## src/sdf_regs.svh

```systemverilog
// Purpose: Constants of the sinc4 decimator.
// Assumes: 20 MHz system clock.
// Notes:   Divider counts are in system clock cycles; SDF_CONV_EXT_CYC is in external clock cycles.
`ifndef SDF_REGS_SVH
`define SDF_REGS_SVH
`define SDF_CLK_HZ        20000000
`define SDF_OSR           256
`define SDF_OUT_DIV       2048
`define SDF_FS_50_HZ      12800
`define SDF_FS_5060_HZ    13960
`define SDF_FS_60_HZ      15360
`define SDF_EXT_DIV       20
`define SDF_CONV_EXT_CYC  41036
`define SDF_EXT_NOM_HZ    307200
`define SDF_BW_PPM_X10    118
`define SDF_ACC_W         46
`define SDF_OUT_SHIFT     12
`define SDF_DIV_50        (`SDF_CLK_HZ / `SDF_FS_50_HZ)
`define SDF_DIV_5060      (`SDF_CLK_HZ / `SDF_FS_5060_HZ)
`define SDF_DIV_60        (`SDF_CLK_HZ / `SDF_FS_60_HZ)
`endif

```

## src/sdf_pkg.sv

```systemverilog
// Purpose: Types of the sinc4 decimator.
// Assumes: Nothing.
// Notes:   Rejection selection and accumulator width.
package sdf_pkg;
    typedef enum logic [1:0] {
        SDF_REJ_60, SDF_REJ_50, SDF_REJ_5060
    } sdf_rej_e;
    typedef logic [45:0] sdf_acc_t;
endpackage

```

## src/sdf_decim.sv

```systemverilog
// Purpose: Sinc4 decimator with calibration and 2x running average.
// Assumes: Modulator bit and external clock are synchronous inputs.
// Notes:   Offset calibration subtracts a zero-input conversion.
`timescale 1ns/1ns
`include "sdf_regs.svh"

// Contract
// - Sinc4 decimation plus offset calibration
// - Sample rate is 256 notch, 2048 output
// - Internal rates 12800, 13960, 15360 Hz
// - External clock divided by 20 samples
// - Bandwidth scales with external clock
// - Double speed skips offset calibration
// - Double speed averages previous and current
// - Double speed bandwidth follows rejection setting
// - Conversion lasts 41036 external clock cycles; a 1x block here takes 2048 x 20 = 40960
module sdf_decim
    import sdf_pkg::*;
(
    input  wire logic              clk,
    input  wire logic              nrst,
    input  wire logic [1:0]        rej_sel,
    input  wire logic              ext_clk_sel,
    input  wire logic              ext_clk,
    input  wire logic              dbl_speed,
    input  wire logic              mod_bit,
    output logic                   mod_sample,
    output logic                   cal_phase,
    output logic                   res_valid,
    output logic signed [33:0]     res_data
);
    localparam int DIVW = 11;
    localparam int EXTW = 16;
    localparam logic [4:0] EXT_DIV = 5'(`SDF_EXT_DIV);
    localparam logic [10:0] DEC_N = 11'(`SDF_OUT_DIV - 1);
    localparam sdf_acc_t PLUS_ONE  = 46'h1;
    localparam sdf_acc_t MINUS_ONE = 46'h3FFFFFFFFFFF;
    localparam int OUT_SH = `SDF_OUT_SHIFT;

    ////////////////////////////////////////////////////////////////
    // Internal sample divider per rejection setting; code 3 runs as 60 Hz.
    function automatic logic [DIVW-1:0] div_of(input logic [1:0] s);
        unique case (s)
            2'(SDF_REJ_50):   div_of = DIVW'(`SDF_DIV_50);
            2'(SDF_REJ_5060): div_of = DIVW'(`SDF_DIV_5060);
            default:          div_of = DIVW'(`SDF_DIV_60);
        endcase
    endfunction

    logic [DIVW-1:0] div_r, div_nxt;
    logic [4:0]      ediv_r, ediv_nxt;
    logic            eclk_r, eclk_nxt;
    logic [EXTW-1:0] ecnt_r, ecnt_nxt;
    logic            tick;

    // Sample tick: internal divider per rejection, or external / 20.
    always_comb begin
        div_nxt  = div_r;
        ediv_nxt = ediv_r;
        eclk_nxt = ext_clk;
        ecnt_nxt = ecnt_r;
        tick     = 1'b0;
        if (ext_clk_sel) begin
            if (ext_clk && !eclk_r) begin
                ecnt_nxt = ecnt_r + 1'b1;
                if (ediv_r == EXT_DIV - 5'h01) begin
                    ediv_nxt = 5'h00;
                    tick     = 1'b1;
                end else begin
                    ediv_nxt = ediv_r + 5'h01;
                end
            end
        end else if (div_r >= div_of(rej_sel) - 1'b1) begin
            div_nxt = '0;
            tick    = 1'b1;
        end else begin
            div_nxt = div_r + 1'b1;
        end
    end

    // The edge detector rests low, matching the idle conversion clock.
    always_ff @(posedge clk) begin
        if (!nrst) begin
            div_r  <= '0;
            ediv_r <= 5'h00;
            eclk_r <= 1'b0;
            ecnt_r <= '0;
        end else begin
            div_r  <= div_nxt;
            ediv_r <= ediv_nxt;
            eclk_r <= eclk_nxt;
            ecnt_r <= ecnt_nxt;
        end
    end

    assign mod_sample = tick;

    ////////////////////////////////////////////////////////////////
    // Four integrators on the sample tick, four combs on decimation.
    sdf_acc_t integ_r [4];
    sdf_acc_t integ_nxt [4];
    sdf_acc_t comb_r [4];
    sdf_acc_t comb_nxt [4];
    sdf_acc_t cdiff [5];
    logic [10:0] dcnt_r, dcnt_nxt;
    logic        dec;

    always_comb begin
        integ_nxt = integ_r;
        dcnt_nxt  = dcnt_r;
        dec       = 1'b0;
        if (tick) begin
            integ_nxt[0] = integ_r[0] + (mod_bit ? PLUS_ONE : MINUS_ONE);
            for (int i = 1; i < 4; i++) begin
                integ_nxt[i] = integ_r[i] + integ_nxt[i-1];
            end
            // Half-length blocks double the output rate in 2x mode.
            if (dcnt_r >= (dbl_speed ? DEC_N >> 1 : DEC_N)) begin
                dcnt_nxt = 11'h000;
                dec      = 1'b1;
            end else begin
                dcnt_nxt = dcnt_r + 11'h001;
            end
        end
    end

    // Comb stage g keeps the previous block's value of stage g.
    genvar g;
    generate
        for (g = 0; g < 4; g++) begin : g_comb
            assign comb_nxt[g] = dec ? cdiff[g] : comb_r[g];
            assign cdiff[g+1]  = cdiff[g] - comb_r[g];
        end
    endgenerate
    assign cdiff[0] = integ_nxt[3];

    always_ff @(posedge clk) begin
        if (!nrst) begin
            integ_r <= '{default: '0};
            comb_r  <= '{default: '0};
            dcnt_r  <= 11'h000;
        end else begin
            integ_r <= integ_nxt;
            comb_r  <= comb_nxt;
            dcnt_r  <= dcnt_nxt;
        end
    end

    ////////////////////////////////////////////////////////////////
    // Output: calibrated difference in 1x, running average in 2x.
    // Sums run at full accumulator width: a full-scale block of 2048
    // samples reaches 2048^4 = 2^44, which a 34-bit word would wrap.
    // The result is scaled down by OUT_SH bits to fit the output port.
    logic signed [45:0] raw, prev_r, prev_nxt, off_r, off_nxt, full;
    logic signed [33:0] data_nxt;
    logic               cal_r, cal_nxt, vld_nxt;
    logic [1:0]         fresh_r, fresh_nxt;
    logic [2:0]         cfg_r, cfg_nxt;

    assign raw = $signed(cdiff[4]);

    always_comb begin
        prev_nxt  = prev_r;
        off_nxt   = off_r;
        cal_nxt   = cal_r;
        fresh_nxt = fresh_r;
        data_nxt  = res_data;
        vld_nxt   = 1'b0;
        full      = '0;
        cfg_nxt   = {dbl_speed, rej_sel};
        // A speed or rejection change restarts the pairing, but the first average after it
        // still pairs with the block that straddles the change.
        if (cfg_r != cfg_nxt) begin
            fresh_nxt = 2'h0;
        end else if (dec) begin
            prev_nxt = raw;
            if (dbl_speed) begin
                if (fresh_r != 2'h2) begin
                    fresh_nxt = fresh_r + 2'h1;
                end
                if (fresh_r != 2'h0) begin
                    full     = (raw >>> 1) + (prev_r >>> 1);
                    data_nxt = 34'(full >>> OUT_SH);
                    vld_nxt  = 1'b1;
                end
            end else if (cal_r) begin
                off_nxt = raw;
                cal_nxt = 1'b0;
            end else begin
                full     = raw - off_r;
                data_nxt = 34'(full >>> OUT_SH);
                vld_nxt  = 1'b1;
                cal_nxt  = 1'b1;
            end
        end
    end

    always_ff @(posedge clk) begin
        if (!nrst) begin
            prev_r    <= '0;
            off_r     <= '0;
            cal_r     <= 1'b1;
            fresh_r   <= 2'h0;
            cfg_r     <= 3'h0;
            res_data  <= '0;
            res_valid <= 1'b0;
        end else begin
            prev_r    <= prev_nxt;
            off_r     <= off_nxt;
            cal_r     <= cal_nxt;
            fresh_r   <= fresh_nxt;
            cfg_r     <= cfg_nxt;
            res_data  <= data_nxt;
            res_valid <= vld_nxt;
        end
    end

    assign cal_phase = cal_r & ~dbl_speed;
endmodule

```

## config.mk

```make
export PLATFORM = sky130hd
export DESIGN_NAME = sdf_decim
export DESIGN_NICKNAME = d
export VERILOG_FILES = /design/src/sdf_pkg.sv /design/src/sdf_decim.sv
export VERILOG_INCLUDE_DIRS = /design/src /design/src/src
export SDC_FILE = /design/constraint.sdc
export NUM_CORES = 2
export LEC_CHECK = 0
export ABC_AREA = 1
export BUFFER_PORTS_ARGS = -buffer_cell sky130_fd_sc_hd__buf_4
export CAP_MARGIN = 10
export CELL_PAD_IN_SITES_DETAIL_PLACEMENT = 1
export CELL_PAD_IN_SITES_GLOBAL_PLACEMENT = 2
export CORE_ASPECT_RATIO = 1.5
export CORE_MARGIN = 10
export CORE_UTILIZATION = 34
export DETAILED_ROUTE_END_ITERATION = 8
export GPL_TIMING_DRIVEN = 0
export PLACE_DENSITY = 0.91
export SYNTH_ARGS = -nofsm -noshare
export SYNTH_HDL_FRONTEND = slang
export SYNTH_SLANG_ARGS = --single-unit
```

## constraint.sdc

```tcl
create_clock -name clk -period 14.35 [get_ports clk]
set_input_delay 1.435 -clock clk [delete_from_list [all_inputs] [get_ports clk]]
set_output_delay 1.435 -clock clk [all_outputs]
set_load 0.03 [all_outputs]
```

Yosys cells after proc, flatten, opt, wreduce, memory -nomap -nowiden
Index checks and enable logic that the tools add are counted.
{ "word_totals": {"out_inout_bits": 37, "input_bits": 8, "elab_cells": 79, "register_bits": 529} }
{ "op_classes": {"mux": 20, "eq_ne": 7, "n_addsub": 15, "reduce_logical": 11, "n_lt_le_gt_ge": 2, "n_bitwise": 5} }
{ "ops": {"columns": ["operator", "count"], "rows": [
  ["subtractor 46 bit", 5],
  ["adder 46 bit", 4],
  ["two-way mux 34 bit", 3],
  ["two-way mux 46 bit", 2],
  ["adder 45 x 45 -> 46 bit", 1],
  ["two-way mux 11 bit", 4],
  ["adder 11 x 1 -> 11 bit, second input constant", 2],
  ["greater-or-equal comparator 11 bit", 2],
  ["one-hot mux 10 bit (2 select lines)", 1],
  ["subtractor 11 x 1 -> 11 bit, second input constant", 1],
  ["two-way mux 1 bit", 9],
  ["AND reduction 4 bit", 2],
  ["AND reduction 3 bit", 2],
  ["adder 5 x 1 -> 5 bit, second input constant", 1],
  ["equality test 5 bit, second input constant", 1],
  ["two-way mux 5 bit", 1],
  ["inequality test 2 bit, second input constant", 2],
  ["inverter 1 bit", 4],
  ["AND reduction 2 bit", 2],
  ["inequality test 3 bit", 1],
  ["OR reduction 3 bit", 1],
  ["adder 2 x 1 -> 2 bit, second input constant", 1],
  ["equality test 2 x 1 -> 1 bit, second input constant", 1],
  ["equality test 2 bit, second input constant", 1],
  ["other kinds (6)", 6]
]} }

Longest topological paths before layout
{ "depth": {"depth_word": 15, "mapped_depth": 95, "ltp_nobuf": 95} }

Worst setup path before layout
Ideal clock, no wire load.
{ "synth_path": {"path_type": "input to register", "from": "input port mod_bit", "to": "register res_data[33]", "arrival_ns": 13.940, "path_slack_ns": 0.288, "stages": 85, "required_time_ns": 14.228, "setup_time_ns": 0.122, "path_buffers": 0, "path_cell_list": "inv_1 > ha_1 > a21oi_1 > nand2_1 > nand2_1 > nand2_1 > nand3_1 > nand2_1 > nand3_1 > nand2_1 > nand3_1 > nand2_1 > xor2_1 > ha_1 > nand2_1 > o21ai_0 > a21oi_1 > nand2_1 > [49 not listed] > nand3_1 > nand4_1 > o211ai_1 > nand2_1 > o211ai_1 > xor2_1 > inv_1 > ha_1 > a21oi_1 > nor3_1 > a211oi_1 > nand2_1 > a311oi_1 > nor2_1 > xor2_1 > nand3_1 > nand3_2 > a21oi_2"} }
{ "synth_rtl": {"columns": ["element", "line", "text"], "rows": [
  ["start: declaration", "sdf_decim.sv:26", "input wire logic mod_bit,"],
  ["end signal: assignment", "sdf_decim.sv:213", "res_data <= data_nxt;"],
  ["end: declaration", "sdf_decim.sv:30", "output logic signed [33:0] res_data"]
]} }

==> results.yml <==
worst_setup_path:
  path_delay_family: "simple AND/OR/NAND/NOR gates"
  crit_path_top_delay_cell: "ha_1"
  critPathRequiredTime_ns: 14.99
  cp_num_cells: 92
  worstPathMaxFanout: 6
  endpoint_kind: "flop"
  cp.arrival_ns: 15.50
  critPathMaxStageDelay_ns: 0.41
  path_class: "input port to flop"
  critical_path_buf_inv_count: 11
  r2r.worst_path.cells: 89
  cpMostUsedCell: "nand2_2"
  worstSetupStartpointType: "input port"
synthesis:
  ys_seq_elements: 528
  synth_cell_types: 63
  postSynthNetCount: 6738
  netlist_area_um2: 42100
  synth_area_leaders: "dfxtp_1 (25%), ha_1 (14%), nand2_1 (8.5%), inv_1 (8.2%), a21oi_1 (7.6%)"
  ys_seq_area_share_pct: 25.1
  ys.flop_type: "dfxtp_1"
  synthTopCellsByCount: "nand2_1 (953), inv_1 (917), nor2_1 (780)"
  yosysTopAreaCellShare_pct: 25.1
  yosysTopAreaCell: "dfxtp_1"
  synthCells: 6261
  synth_area_per_cell_um2: 6.72
  ys_warn_count: 0
  synth_edf_count: 0
  yosysMostFrequentCell: "nand2_1"
  async_flop_share_pct: 0
routing:
  drt-pass1-iter-count: 5
  drt_wl_total_um: 178000
  ant_nets: 0
  drc: 0
  viasPerCell: 5.41
  vias: 45119
  wl_per_cell_um: 21.3
  first_iter_violations: 1657
sta:
  fmax_mhz: 67.3
  hold_slack_ns: 0.459
  fin_crit_ns: 14.86
  post-route-period-util_pct: 104
  max-slew-margin-rel_pct: 10.0
  fin_ws_ns: -0.509
  fin_skew_ns: 0.0536
  rsz0062_at_grt: "true"
  hold_viol: 0
  finalSetupViolCount: 7
  worstMarginPinSlew_ns: 1.35
  drv_slew: 0
cts:
  cts.sinks: 528
  clk_path_buf_depth: 3
  clk_latency_ns: 0.71
  cts-root-buf: "clkbuf_16"
  hold_buffers: 0
  clkTransAtPathRegs_ns: 0.07
  cts_buffers: 61
  cts_htree_levels: 2
  cts_tree: "yes"
die:
  start_util_pct: 34.1
  chipWidth_um: 307
  io_pins: 45
  dieHeight_um: 451
  dieArea_um2: 138000
  coreArea_um2: 123000
  placementRows: 158
final_layout:
  final_cell_area_um2: 54700
  area_delta_synth_final_pct: 30.0
  finalNetCount: 7158
  layout-drive-gt1-share_pct: 21.3
  fillers: 15391
place:
  place_hpwl_um: 133000
  place_area_um2: 44400
  gp_congestion: 0.921
  io_buffers: 44
power:
  p_sw_share_pct: 26.1
  p_switching_uw: 889
  intPower_uw: 2520
  pwr-share-clk_pct: 49.8
  peakVddDrop_mv: 0.0773
  power_frac_comb_pct: 7.2
  leakagePower_uw: 0.0259
  pwr-share-seq_pct: 43.0
  power_density_nw_per_um2: 62.4
outcome:
  outcome: "complete, but fails checks"
  violations: "setup timing"
global_route:
  grt_pass1_wl_um: 255000
  grt_antenna_before_repair: 7
  grt.overflow.total: 0
  grt_util_all_layers_pct: 23.0
  first_global_vias: 47362
  grt_max_degree: 17
job:
  cap_violations: 0
hold_path:
  hp-class: "flop to flop"
  min_path_cells: 2
-- worst min-delay path: stages (launching register included) --
cell and delay, ns:
dfxtp_1 0.30, inv_1 0.06, a21oi_1 0.05
-- power groups by stage --
stage	clock [uW]	combinational [uW]	sequential, uW
final	1700	245	1470
after CTS	1720	206	1470
after global placement	0	178	1500
after floorplan	0	119	1500
after global routing	1780	264	1470
after detailed placement	0	184	1500
-- cells by family after synthesis --
family          Yosys count  synth area share, %
xor+xnor                382                 7.96
mux                       1               0.0238
fa+ha+maj               469                 14.1
simple gates           2075                 20.1
compound gates         1720                 22.9
flops                   528                 25.1
buf+inv                1086                 9.73
-- area by class of cell --
| class | count | area [um2] | share of cell area, % |
|---|---|---|---|
| multi-input cells | 4647 | 33100 | 60.5 |
| flip-flops and latches | 528 | 10600 | 19.3 |
| inverters | 936 | 3520 | 6.44 |
| repair buffers | 359 | 2800 | 5.12 |
| well taps | 1600 | 2000 | 3.66 |
| clock buffers | 89 | 1800 | 3.30 |
| plain buffers | 148 | 574 | 1.05 |
| clock inverters | 23 | 300 | 0.549 |
| diodes | 3 | 7.51 | 0.0137 |
-- sequential cells by signal, summed over array words and instances (netlist names) --
name	count
comb_r	184
integ_r	184
off_r	46
prev_r	45
res_data	34
dcnt_r	11
div_r	11
ediv_r	5
cfg_r	3
fresh_r	2
cal_r	1
eclk_r	1
res_valid	1
-- placed cells by master, fill, tap and decap left out, drive strengths merged, types with 214 or more instances in the layout --
cell type  count
a21oi        650
buf          381
clkbuf       214
dfxtp        528
ha           461
inv          937
nand2        970
nor2         791
o21ai        654
xor2         242
-- layer usage --
layer / GRT usage, % / up-vias / part of all wire [%]
met5: 0 / - / 0.0073
met2: 46.2 / 914 / 53
met3: 2.46 / 649 / 3.0
met1: 20.9 / 21888 / 34
met4: 16.3 / 2 / 10
li1: - / 21666 / -
-- per-stage QoR --
| stage | worst slack [ns] | cells | setup TNS (ns) | util [%] | total power (uW) |
|---|---|---|---|---|---|
| 4_1_cts | -0.276 | 8180 | -0.383 | 40.3 | 3400 |
| 5_1_grt | -1.19 | 8332 | -10.71 | 44.4 | 3510 |
| 3_3_place_gp | -4.99 | 7905 | -218.85 | 36.0 | 1680 |
| 2_1_floorplan | 0.288 | 6261 | 0 | - | 1620 |
| 3_5_place_dp | -4.29 | 7908 | -150.14 | 36.1 | 1690 |
| 6_report | -0.509 | 8333 | -1.61 | 44.4 | 3410 |
-- final timing paths --
path                            slack [ns]           end          from
worst min-delay path                  0.46      off_r[8]      off_r[8]
worst max-delay path                 -0.51  res_data[33]       mod_bit
worst max register to register        0.20  res_data[33]  integ_r[139]
worst min register to register        0.46      off_r[8]      off_r[8]
-- timing repair --
item,CTS,global route
setup buffers,160,150
cloned,1,1
pin swaps,152,284
setup endpoints to repair,65,35
resized for setup,408,749
No activity file was read; power rests on OpenSTA's default activity.
